### config.mk
export PLATFORM = sky130hd
export DESIGN_NAME = pcr_port_ctrl
export DESIGN_NICKNAME = d
export VERILOG_FILES = /design/src/design/pcr_pkg.sv /design/src/design/pcr_blink_if.sv /design/src/design/pcr_blink_timer.sv /design/src/design/pcr_port_ctrl.sv
export SDC_FILE = /design/constraint.sdc
export NUM_CORES = 1
export LEC_CHECK = 0
export ABC_AREA = 1
export BUFFER_PORTS_ARGS = -buffer_cell sky130_fd_sc_hd__buf_2
export CAP_MARGIN = 20
export CORE_MARGIN = 2
export CORE_UTILIZATION = 58
export CTS_CLUSTER_SIZE = 28
export DETAILED_ROUTE_END_ITERATION = 16
export GPL_TIMING_DRIVEN = 0
export PLACE_DENSITY = 0.89
export SETUP_SLACK_MARGIN = 0.1
export SLEW_MARGIN = 15
export SYNTH_ARGS = -nofsm -noshare
export SYNTH_HDL_FRONTEND = slang
export SYNTH_SLANG_ARGS = --single-unit
### constraint.sdc
create_clock -name clock_in -period 2.7 [get_ports clock_in]
set_clock_uncertainty 0.1 [all_clocks]
set_input_delay 0.135 -clock clock_in [delete_from_list [all_inputs] [get_ports clock_in]]
set_output_delay 0.135 -clock clock_in [all_outputs]
set_load 0.01 [all_outputs]
### src/design/pcr_pkg.sv
// Constants for the port 4..8 control write registers.
// Assumes a 250 MHz device clock.
`default_nettype none
package pcr_pkg;
    localparam int unsigned CLK_HZ = 250_000_000;
    // Blink period in ms is 0.00013 x clock in Hz
    localparam longint unsigned BLINK_PERIOD_MS = longint'(CLK_HZ) * 13 / 100_000;
    localparam longint unsigned BLINK_PERIOD_CYC = BLINK_PERIOD_MS * longint'(CLK_HZ) / 1000;
    localparam longint unsigned BLINK_HALF_CYC = BLINK_PERIOD_CYC / 2;
    localparam logic [2:0] REG_PORT_CTRL = 3'h2;
    localparam logic [2:0] PORT_ADDR_FIRST = 3'h3;
    localparam logic [2:0] PORT_ADDR_PORT5 = 3'h4;
    localparam logic [2:0] PORT_ADDR_LAST = 3'h7;
    localparam int NUM_PORTS = 5;
    localparam int BIT_OVERLOAD_DIS = 7;
    localparam int BIT_COMMON_HI = 6;
    localparam int BIT_COMMON_LO = 5;
    localparam int BIT_BLINK = 4;
    localparam int BIT_LED_LOW = 3;
    localparam int BIT_LED_HIGH = 2;
    localparam int MODE_HI = 1;
    localparam int MODE_LO = 0;
    localparam logic [1:0] MODE_OFF = 2'h0;
    localparam logic [1:0] MODE_START = 2'h1;
    localparam logic [1:0] MODE_SAMPLE = 2'h2;
    localparam logic [1:0] MODE_POWER_DOWN = 2'h3;
    localparam logic [7:0] CTRL_RESET = 8'h00;
endpackage
`default_nettype wire

### src/design/pcr_blink_if.sv
// Carries the shared blink phase from the timer to the register bank.
// Assumes both ends share one clock.
`default_nettype none
interface pcr_blink_if;
    logic phase;
    modport timer (output phase);
    modport user (input phase);
endinterface
`default_nettype wire

### src/design/pcr_blink_timer.sv
// Free-running fast-blink phase generator.
// Assumes a synchronous active-high reset on the device clock.
`default_nettype none
module pcr_blink_timer
    import pcr_pkg::*;
#(
    parameter int CNT_W = 32,
    parameter longint unsigned HALF_CYC = BLINK_HALF_CYC
)(
    input wire logic clock_in,
    input wire logic rst_in,
    pcr_blink_if.timer blink
);
    localparam logic [CNT_W-1:0] LAST = CNT_W'(HALF_CYC - 1);

    // Refuse a half period the counter cannot reach
    if (CNT_W < 1 || CNT_W > 63 || HALF_CYC < 1 || HALF_CYC > (64'h1 << CNT_W))
    begin : bad_half_cyc
        $error("pcr_blink_timer: HALF_CYC does not fit CNT_W");
    end

    logic [CNT_W-1:0] count;
    logic phase;

    // One phase per half period, so a full on/off cycle is the blink period
    always_ff @(posedge clock_in)
    begin
        if (rst_in)
        begin
            count <= '0;
            phase <= 1'b1;
        end
        else if (count == LAST)
        begin
            count <= '0;
            phase <= ~phase;
        end
        else
        begin
            count <= count + CNT_W'(1);
        end
    end

    assign blink.phase = phase;
endmodule
`default_nettype wire

### src/design/pcr_port_ctrl.sv
// Port 4..8 control write registers and their decoded outputs.
// Assumes writes come from a same-clock serial front end as one-cycle strobes.
// Operation
// - Mode 00 off, 01 starts power sequence
// - Mode 10 samples current, 11 powers down
// - D7 disables that port's overload timer
// - Port 4 D6 disables all overvoltage timers
// - Port 4 D5 selects converter volts/currents
// - D4 blinks LED at clock-scaled rate
// - D4 clear drives LED continuously
// - D3 enables LED low-side driver
// - D2 enables LED high-side driver
// - Register 010 plus port address 011..111
`default_nettype none
module pcr_port_ctrl
    import pcr_pkg::*;
#(
    parameter int BLINK_CNT_W = 32,
    parameter longint unsigned BLINK_HALF = BLINK_HALF_CYC
)(
    input wire logic clock_in,
    input wire logic rst_in,
    input wire logic wr_en_in,
    input wire logic [2:0] reg_addr_in,
    input wire logic [2:0] port_addr_in,
    input wire logic [7:0] wr_data_in,
    output logic [NUM_PORTS-1:0] port_off_out,
    output logic [NUM_PORTS-1:0] port_start_out,
    output logic [NUM_PORTS-1:0] sample_current_out,
    output logic [NUM_PORTS-1:0] power_down_out,
    output logic [NUM_PORTS-1:0] overload_timer_dis_out,
    output logic [NUM_PORTS-1:0] led_high_on_out,
    output logic [NUM_PORTS-1:0] led_low_on_out,
    output logic overvoltage_timer_dis_out,
    output logic undervoltage_timer_dis_out,
    output logic adc_select_voltage_out
);
    pcr_blink_if blink_bus();

    pcr_blink_timer #(
        .CNT_W(BLINK_CNT_W),
        .HALF_CYC(BLINK_HALF)
    ) pcr_blink_timer_inst (
        .clock_in(clock_in),
        .rst_in(rst_in),
        .blink(blink_bus.timer)
    );

    // Refuse blink settings the counter cannot serve
    if (BLINK_CNT_W < 1 || BLINK_CNT_W > 63)
    begin : bad_blink_width
        $error("pcr_port_ctrl: BLINK_CNT_W must lie in 1..63");
    end
    if (BLINK_HALF < 1)
    begin : bad_blink_half
        $error("pcr_port_ctrl: BLINK_HALF must be at least 1");
    end

    // Decode of one enable-mode code, shared by the four mode outputs
    function automatic logic mode_is(
        input logic [1:0] field,
        input logic [1:0] code
    );
        return field == code;
    endfunction

    // A driver conducts when enabled, and only in the lit half while blinking
    function automatic logic led_drive(
        input logic enable,
        input logic blink,
        input logic on_phase
    );
        return enable && (!blink || on_phase);
    endfunction

    // Only register 010 with port address 011..111 reaches this bank
    function automatic logic is_port_write(
        input logic wr,
        input logic [2:0] r,
        input logic [2:0] p
    );
        return wr && r == REG_PORT_CTRL && p >= PORT_ADDR_FIRST && p <= PORT_ADDR_LAST;
    endfunction

    // Per-port stored fields
    logic [1:0] mode [NUM_PORTS];
    logic [NUM_PORTS-1:0] blink_en;
    logic [NUM_PORTS-1:0] led_low;
    logic [NUM_PORTS-1:0] led_high;
    // Values the registers take at this edge
    logic [1:0] next_mode [NUM_PORTS];
    logic [NUM_PORTS-1:0] next_overload_dis;
    logic [NUM_PORTS-1:0] next_blink_en;
    logic [NUM_PORTS-1:0] next_led_low;
    logic [NUM_PORTS-1:0] next_led_high;
    logic next_ov_dis;
    logic next_uv_dis;
    logic next_adc_volt;
    logic hit;
    logic [2:0] port_idx;
    logic blink_lit;

    assign hit = is_port_write(wr_en_in, reg_addr_in, port_addr_in);
    assign port_idx = port_addr_in - PORT_ADDR_FIRST;
    assign blink_lit = blink_bus.phase;

    // Per-port next values; a write touches only the addressed port
    always_comb
    begin
        for (int i = 0; i < NUM_PORTS; i++)
        begin
            next_mode[i] = mode[i];
        end
        next_overload_dis = overload_timer_dis_out;
        next_blink_en = blink_en;
        next_led_low = led_low;
        next_led_high = led_high;
        if (hit)
        begin
            next_mode[port_idx] = wr_data_in[MODE_HI:MODE_LO];
            next_overload_dis[port_idx] = wr_data_in[BIT_OVERLOAD_DIS];
            next_blink_en[port_idx] = wr_data_in[BIT_BLINK];
            next_led_low[port_idx] = wr_data_in[BIT_LED_LOW];
            next_led_high[port_idx] = wr_data_in[BIT_LED_HIGH];
        end
    end

    // Common next values: one shared copy; port 5 D6 sets the undervoltage disable, spare bits of ports 6..8 go nowhere
    always_comb
    begin
        next_ov_dis = overvoltage_timer_dis_out;
        next_uv_dis = undervoltage_timer_dis_out;
        next_adc_volt = adc_select_voltage_out;
        if (hit && port_addr_in == PORT_ADDR_FIRST)
        begin
            next_ov_dis = wr_data_in[BIT_COMMON_HI];
            next_adc_volt = wr_data_in[BIT_COMMON_LO];
        end
        else if (hit && port_addr_in == PORT_ADDR_PORT5)
        begin
            next_uv_dis = wr_data_in[BIT_COMMON_HI];
        end
    end

    // Enable modes
    always_ff @(posedge clock_in)
    begin
        for (int i = 0; i < NUM_PORTS; i++)
        begin
            if (rst_in)
            begin
                mode[i] <= CTRL_RESET[MODE_HI:MODE_LO];
            end
            else
            begin
                mode[i] <= next_mode[i];
            end
        end
    end

    // LED controls
    always_ff @(posedge clock_in)
    begin
        if (rst_in)
        begin
            blink_en <= {NUM_PORTS{CTRL_RESET[BIT_BLINK]}};
            led_low <= {NUM_PORTS{CTRL_RESET[BIT_LED_LOW]}};
            led_high <= {NUM_PORTS{CTRL_RESET[BIT_LED_HIGH]}};
        end
        else
        begin
            blink_en <= next_blink_en;
            led_low <= next_led_low;
            led_high <= next_led_high;
        end
    end

    // Timer disables and converter select; the output flops are the registers
    always_ff @(posedge clock_in)
    begin
        if (rst_in)
        begin
            overload_timer_dis_out <= {NUM_PORTS{CTRL_RESET[BIT_OVERLOAD_DIS]}};
            overvoltage_timer_dis_out <= CTRL_RESET[BIT_COMMON_HI];
            undervoltage_timer_dis_out <= CTRL_RESET[BIT_COMMON_HI];
            adc_select_voltage_out <= CTRL_RESET[BIT_COMMON_LO];
        end
        else
        begin
            overload_timer_dis_out <= next_overload_dis;
            overvoltage_timer_dis_out <= next_ov_dis;
            undervoltage_timer_dis_out <= next_uv_dis;
            adc_select_voltage_out <= next_adc_volt;
        end
    end

    // Mode outputs load from the next values, so a write shows after one edge
    always_ff @(posedge clock_in)
    begin
        for (int i = 0; i < NUM_PORTS; i++)
        begin
            if (rst_in)
            begin
                port_off_out[i] <= mode_is(CTRL_RESET[MODE_HI:MODE_LO], MODE_OFF);
                port_start_out[i] <= mode_is(CTRL_RESET[MODE_HI:MODE_LO], MODE_START);
                sample_current_out[i] <= mode_is(CTRL_RESET[MODE_HI:MODE_LO], MODE_SAMPLE);
                power_down_out[i] <= mode_is(CTRL_RESET[MODE_HI:MODE_LO], MODE_POWER_DOWN);
            end
            else
            begin
                port_off_out[i] <= mode_is(next_mode[i], MODE_OFF);
                port_start_out[i] <= mode_is(next_mode[i], MODE_START);
                sample_current_out[i] <= mode_is(next_mode[i], MODE_SAMPLE);
                power_down_out[i] <= mode_is(next_mode[i], MODE_POWER_DOWN);
            end
        end
    end

    // LED drive trails the blink phase by one edge, far below what an eye sees
    always_ff @(posedge clock_in)
    begin
        for (int i = 0; i < NUM_PORTS; i++)
        begin
            if (rst_in)
            begin
                led_high_on_out[i] <= 1'b0;
                led_low_on_out[i] <= 1'b0;
            end
            else
            begin
                led_high_on_out[i] <= led_drive(next_led_high[i], next_blink_en[i],
                    blink_lit);
                led_low_on_out[i] <= led_drive(next_led_low[i], next_blink_en[i],
                    blink_lit);
            end
        end
    end
endmodule
`default_nettype wire

Word level (Yosys, flattened, before mapping) --
Memories as Yosys holds them, arrays and structs flattened. Index checks and enable logic that the tools add are counted.
Storage, ports and cells: bits in registers 86, RAM bits 10, input bits 17, output and inout port bits 38, word-level logic and storage cells 106, memories kept 1
Operators by class: $add $sub $neg 2, magnitude comparators 6, equality and inequality tests 19, muxes and demuxes 21, bitwise operators 8, reduce and logical (&&, ||, !) cells 34
Memory list:
- mode | depth 5, width 2, read ports 5, clocked after Yosys merged registers in 0, wr ports 5, line pcr_port_ctrl.sv:86 | logic [1:0] mode [NUM_PORTS];
Operators by type and width (number):
- 32-bit by 1-bit adder with 32-bit output (second input constant) | 1
- 32-bit equality test (second input constant) | 1
- 5-bit bitwise mux | 4
- 2-bit equality test (second input constant) | 10
- 1-bit logical AND | 17
- 5-bit 2-to-1 mux | 3
- 2-bit 2-to-1 mux | 6
- 10-bit bitwise mux | 1
- 2-bit by 1-bit equality test with 1-bit output (second input constant) | 5
- 2-bit logical NOT | 5
- 10-bit 2-to-1 mux | 1
- 2-bit demux with 3-bit select | 1
- 3-bit by 2-bit equality test with 1-bit output (second input constant) | 2
- 1-bit logical NOT | 5
- 1-bit logical OR | 5
- 1-bit OR | 5
- 4-bit >= comparator (second input constant) | 1
- 3-bit by 4-bit less-than comparator with 1-bit output (second input constant) | 1
- 4-bit by 1-bit less-than comparator with 1-bit output (second input constant) | 1
- 1-bit 2-to-1 mux | 4
- 3-bit inverter with 4-bit output | 1
- 1-bit demux with 3-bit select | 1
- 3-bit equality test (second input constant) | 1
- 3-bit by 1-bit >= comparator with 1-bit output (second input constant) | 1
- 6 further kinds | 7

Logic depth before layout (Yosys ltp) --
depth after elaboration 10, depth in mapped cells 12, depth with buffers taken out 11

Hierarchy --
Synthesis repeated with hierarchy kept, for this count alone.
Second synthesis, totals: cell total of the unflattened synthesis 663, area total of the unflattened synthesis 4481.8 um2
By module, submodules not included:
- pcr_port_ctrl | instances 1, cells an instance 362, area each 2613.8 um2, seq. area each 1261.2 um2
- pcr_blink_timer | instances 1, cells an instance 301, area each 1868.0 um2, seq. area each 660.6 um2

Worst setup path after synthesis --
OpenSTA, ideal clock, no wires.
path kind input port to flip-flop, start point in port_addr_in[0], end point reg led_high_on_out[0], setup time 0.117 ns, arrival time 1.371 ns, data required time 2.483 ns, setup slack 1.112 ns, stages 8, buffers on the path 0, path through ha_1 -> ha_1 -> nor2_1 -> nand2_1 -> o21ai_0 -> nand2_1 -> a21oi_1 -> nor2_1
Between the ends: word-level cells in the longest chain between the ends 10, elaborated cells between the ends (all ways) 17, those cells by class add/sub: 1; order compare: 4; mux: 6; reduce/logical: 6
RTL lines:
- start: declaration | line pcr_port_ctrl.sv:25 | input wire logic [2:0] port_addr_in,
- 3-bit by 2-bit subtractor with 3-bit output | line pcr_port_ctrl.sv:104 | assign port_idx = port_addr_in - PORT_ADDR_FIRST;
- 3-bit by 4-bit less-than comparator with 1-bit output (not written as such) or 3-bit by 1-bit >= comparator with 1-bit output (tied branches) | line pcr_port_ctrl.sv:122, pcr_port_ctrl.sv:124
- 1-bit logical AND (not written as such) | line pcr_port_ctrl.sv:122, pcr_port_ctrl.sv:124
- 1-bit 2-to-1 mux (not written as such) | line pcr_port_ctrl.sv:122, pcr_port_ctrl.sv:124
- 1-bit demux with 3-bit select | line pcr_port_ctrl.sv:122, pcr_port_ctrl.sv:124
- 5-bit bitwise mux | line pcr_port_ctrl.sv:122 | next_blink_en[port_idx] = wr_data_in[BIT_BLINK];
- 5-bit 2-to-1 mux | line pcr_port_ctrl.sv:118 | if (hit)
- 1-bit logical NOT | line pcr_port_ctrl.sv:73 | return enable && (!blink || on_phase);
- 1-bit logical OR | line pcr_port_ctrl.sv:73
- 1-bit logical AND * | line pcr_port_ctrl.sv:73
- end signal: indexed assignment | line pcr_port_ctrl.sv:231 | led_high_on_out[i] <= led_drive(next_led_high[i], next_blink_en[i],
- end: declaration | line pcr_port_ctrl.sv:32 | output logic [NUM_PORTS-1:0] led_high_on_out,
Mark *: on every way between the ends. The rest lies on a longest branch, timed or not. A chain may end at the register's enable or synchronous reset.

Final worst setup path --
start point reg pcr_blink_timer_inst.count[0], end point reg pcr_blink_timer_inst.count[27]
Between the ends: word-level cells in the longest chain between the ends 2, elaborated cells between the ends (all ways) 3, those cells by class add/sub: 1; eq/ne: 1; reduce/logical: 1
RTL lines:
- start: declaration | line pcr_blink_timer.sv:22 | logic [CNT_W-1:0] count;
- start signal: assignment | line pcr_blink_timer.sv:40 | count <= count + CNT_W'(1);
- branches (longest 2 deep; another with 32-bit by 1-bit adder with 32-bit output)
Parallel ways; which one is timed is not known.

==> flow_summary.yaml <==
logic_synthesis:
  avgSynthCellArea_um2: 6.78
  yosys.area_share.simple_pct: 38.0
  yosysSeqAreaShare_pct: 43.2
  synth_fp_nets: 679
  synthFlopType: "dfxtp_1"
  synth_xor_area_share_pct: 1.97
  synth_compound_area_share_pct: 6.52
  postSynthCellCount: 657
  synth_top_family_by_area: "simple AND/OR/NAND/NOR gates"
  synth-edff-count: 0
  synth_fa_ha_area_share_pct: 1.41
  yosys_warnings: 0
  ys_types: 26
  muxShareOfSynthArea_pct: 0
  ys_async_sr_fraction_pct: 0
  synth-seq-cells: 96
  synth_area_mm2: 0.00445
critical_path:
  critPathTopFamily: "simple AND/OR/NAND/NOR gates"
  slowest_delay_ns: 0.38
  cp_max_fo: 10
  cp.required_ns: 2.86
  critPathKind: "flip-flop to flip-flop"
  worstSetupEndpointType: "flip-flop"
  r2r_setup_slack_ns: 0.98
  crit_chain: "ha_1, nand2_2, nor2_2, nand3_1, nor2_1, nand2_1, nand2_4, buf_6, a21oi_1"
  arrival_ns: 1.87
  cp_num_buf_inv: 1
  critical_path.slowest_cell: "dfxtp_1"
  worst_setup_path_start_kind: "flip-flop"
power:
  p_leak_nw: 2.41
  clockPowerShare_pct: 36.3
  power_switching_share_pct: 26.3
  power_frac_seq_pct: 56.5
  peakVddDrop_uv: 436
  power_switching_uw: 669
  internal_power_mw: 1.88
  comb_power_share_pct: 7.1
  finalPower_mw: 2.55
  power_density_mw_per_mm2: 502
worst_hold_path:
  hold_path_class: "input port to flip-flop"
grt:
  overflow: 0
  grt_pass1_vias: 3960
  grt_pass1_wl_um: 17100
  antenna_found_initial: 0
  grt_max_degree: 19
  grt_use_total_pct: 25.2
route:
  num_vias: 4223
  first_pass_iters: 6
  drc_errors: 0
  wl_per_cell_um: 12.3
  ant_nets: 0
  first_iter_violations: 263
  wirelength_um: 10200
  via_per_inst: 5.09
die:
  initial_core_util_pct: 60.7
  die_width_um: 91.6
  core_area_mm2: 0.00733
  die_area_mm2: 0.00839
  die_h_um: 91.6
  rows: 31
  pin_count: 55
placement:
  dp_hpwl_um: 7420
  port_buffers: 54
  gp_congestion: 0.915
  place_ws_ns: 0.730
clocking:
  cts_buffers: 9
  cts_hold_buffers: 3
  cts_root_buf: "clkbuf_8"
  clock_path_buffers: 2
  cts_tree: "built"
  ctsResizeCount: 0
  clock_latency_ns: 0.37
  htreeDepth: 3
  clkTransAtPathRegs_ns: 0.09
  post_cts_buffers: 0
  clock_sinks: 96
run_status:
  outcome: "completed"
layout:
  top_regs: "pcr_blink_timer_inst.count: 32 flops, mode: 10 flops"
  drive_gt1_share_pct: 14.9
  regMostFlops: "pcr_blink_timer_inst.count"
  nets: 747
  nFillCells: 592
  final_common_cell: "nand2_1"
  utilization_pct: 69.2
  area_growth_pct: 14.0
  register_area_mm2: 0.00192
  largest_register_ffs: 32
  multi_input_area_mm2: 0.00213
  antenna_cells: 0
  final_cell_mix: "236 x nand2_1, 96 x dfxtp_1, 95 x nor2_1"
sta:
  tightest_slew_ns: 0.525
  rsz0062_at_grt: "no"
  period_minus_slack_ns: 1.72
  final_max_slew_viol_count: 0
  finalCritPeriodShare_pct: 63.6
  setup-tns-final_ns: 0
  setup_viol: 0
  maxSlewHeadroom_pct: 65.0
  timing.final.ws_setup_ns: 0.983
  hold_violations: 0
  clock.fmax_ghz: 0.582
flow_run:
  cap_violations: 0
## cell families (layout without fill, tap and decap cells)
group | Yosys count | count (layout)
and+or+nand+nor | 398 | 398
DFF | 96 | 96
buffers and inverters | 90 | 163
AOI/OAI and AO/OA | 58 | 58
xor gates and xnor gates | 10 | 10
adders and majority gates | 5 | 5
## synth_stat cells, types with 4 or more instances
cell type	n	share of area [%]
dfxtp_1	96	43
nand2_1	236	20
inv_1	71	6.0
xnor2_1	4	0.79
xor2_1	6	1.2
buf_6	7	1.8
nor2b_2	4	0.79
nand2_2	4	0.56
nor2_1	95	8.0
inv_2	5	0.42
o21ai_0	25	2.8
nand3_2	6	1.3
ha_1	5	1.4
nand3_1	25	2.8
nor2_2	6	0.84
nor2b_1	4	0.56
nand3b_1	11	1.9
a21oi_1	33	3.7
## worst min-delay path: cells and delay by family
family | cells | cell delay, ns
and+or+nand+nor | 1 | 0.11
buffers and inverters | 2 | 0.18
AOI/OAI and AO/OA | 1 | 0.05
## through the flow
| step | hold WS (ns) | area, µm² | instances |
|---|---|---|---|
| floorplan | 0.170 | 4450 | 657 |
| finish | 0.0552 | 5070 | 829 |
| global route | 0.0574 | 5070 | 829 |
| detailed placement | 0.287 | 4850 | 810 |
| CTS | 0.0403 | 5070 | 829 |
| global placement | 0.262 | 4850 | 810 |
## power by group through the flow
stage          logic [mW]  clock network (mW)  registers [mW]
2_1_floorplan       0.112                   0            1.48
3_3_place_gp        0.168                   0            1.47
3_5_place_dp        0.174                   0            1.47
4_1_cts             0.180               0.937            1.44
5_1_grt             0.203                1.01            1.44
6_report            0.181               0.926            1.44
## cell type report
class                   instances  share of cell area (%)
clock buffers                  10                    2.71
inverters                      76                    5.62
clock inverters                 6                    1.21
multi-input cells             471                    42.0
flip-flops and latches         96                    37.9
well taps                      99                    2.44
plain buffers                  14                    2.22
repair buffers                 57                    5.92
## routing by layer
metal / global-route usage, % / vias to the layer above / share of wire [%]
met3: 5.42 / 31 / 7.4
met2: 40.3 / 175 / 46
met1: 32.4 / 1860 / 44
met5: 0 / - / 0
met4: 12.1 / 0 / 2.5
li1: - / 2157 / -
## worst paths after layout
check | start | to | cells after the start
worst max-delay path | pcr_blink_timer_inst.count[0]$_SDFF_PP0_ | pcr_blink_timer_inst.count[27]$_SDFF_PP0_ | 9
worst min-delay path | rst_in | pcr_blink_timer_inst.count[3]$_SDFF_PP0_ | 4
worst max register to register | pcr_blink_timer_inst.count[0]$_SDFF_PP0_ | pcr_blink_timer_inst.count[27]$_SDFF_PP0_ | 9
worst min register to register | pcr_blink_timer_inst.count[31]$_SDFF_PP0_ | pcr_blink_timer_inst.count[31]$_SDFF_PP0_ | 2
Power figures use the tool's default switching activity.
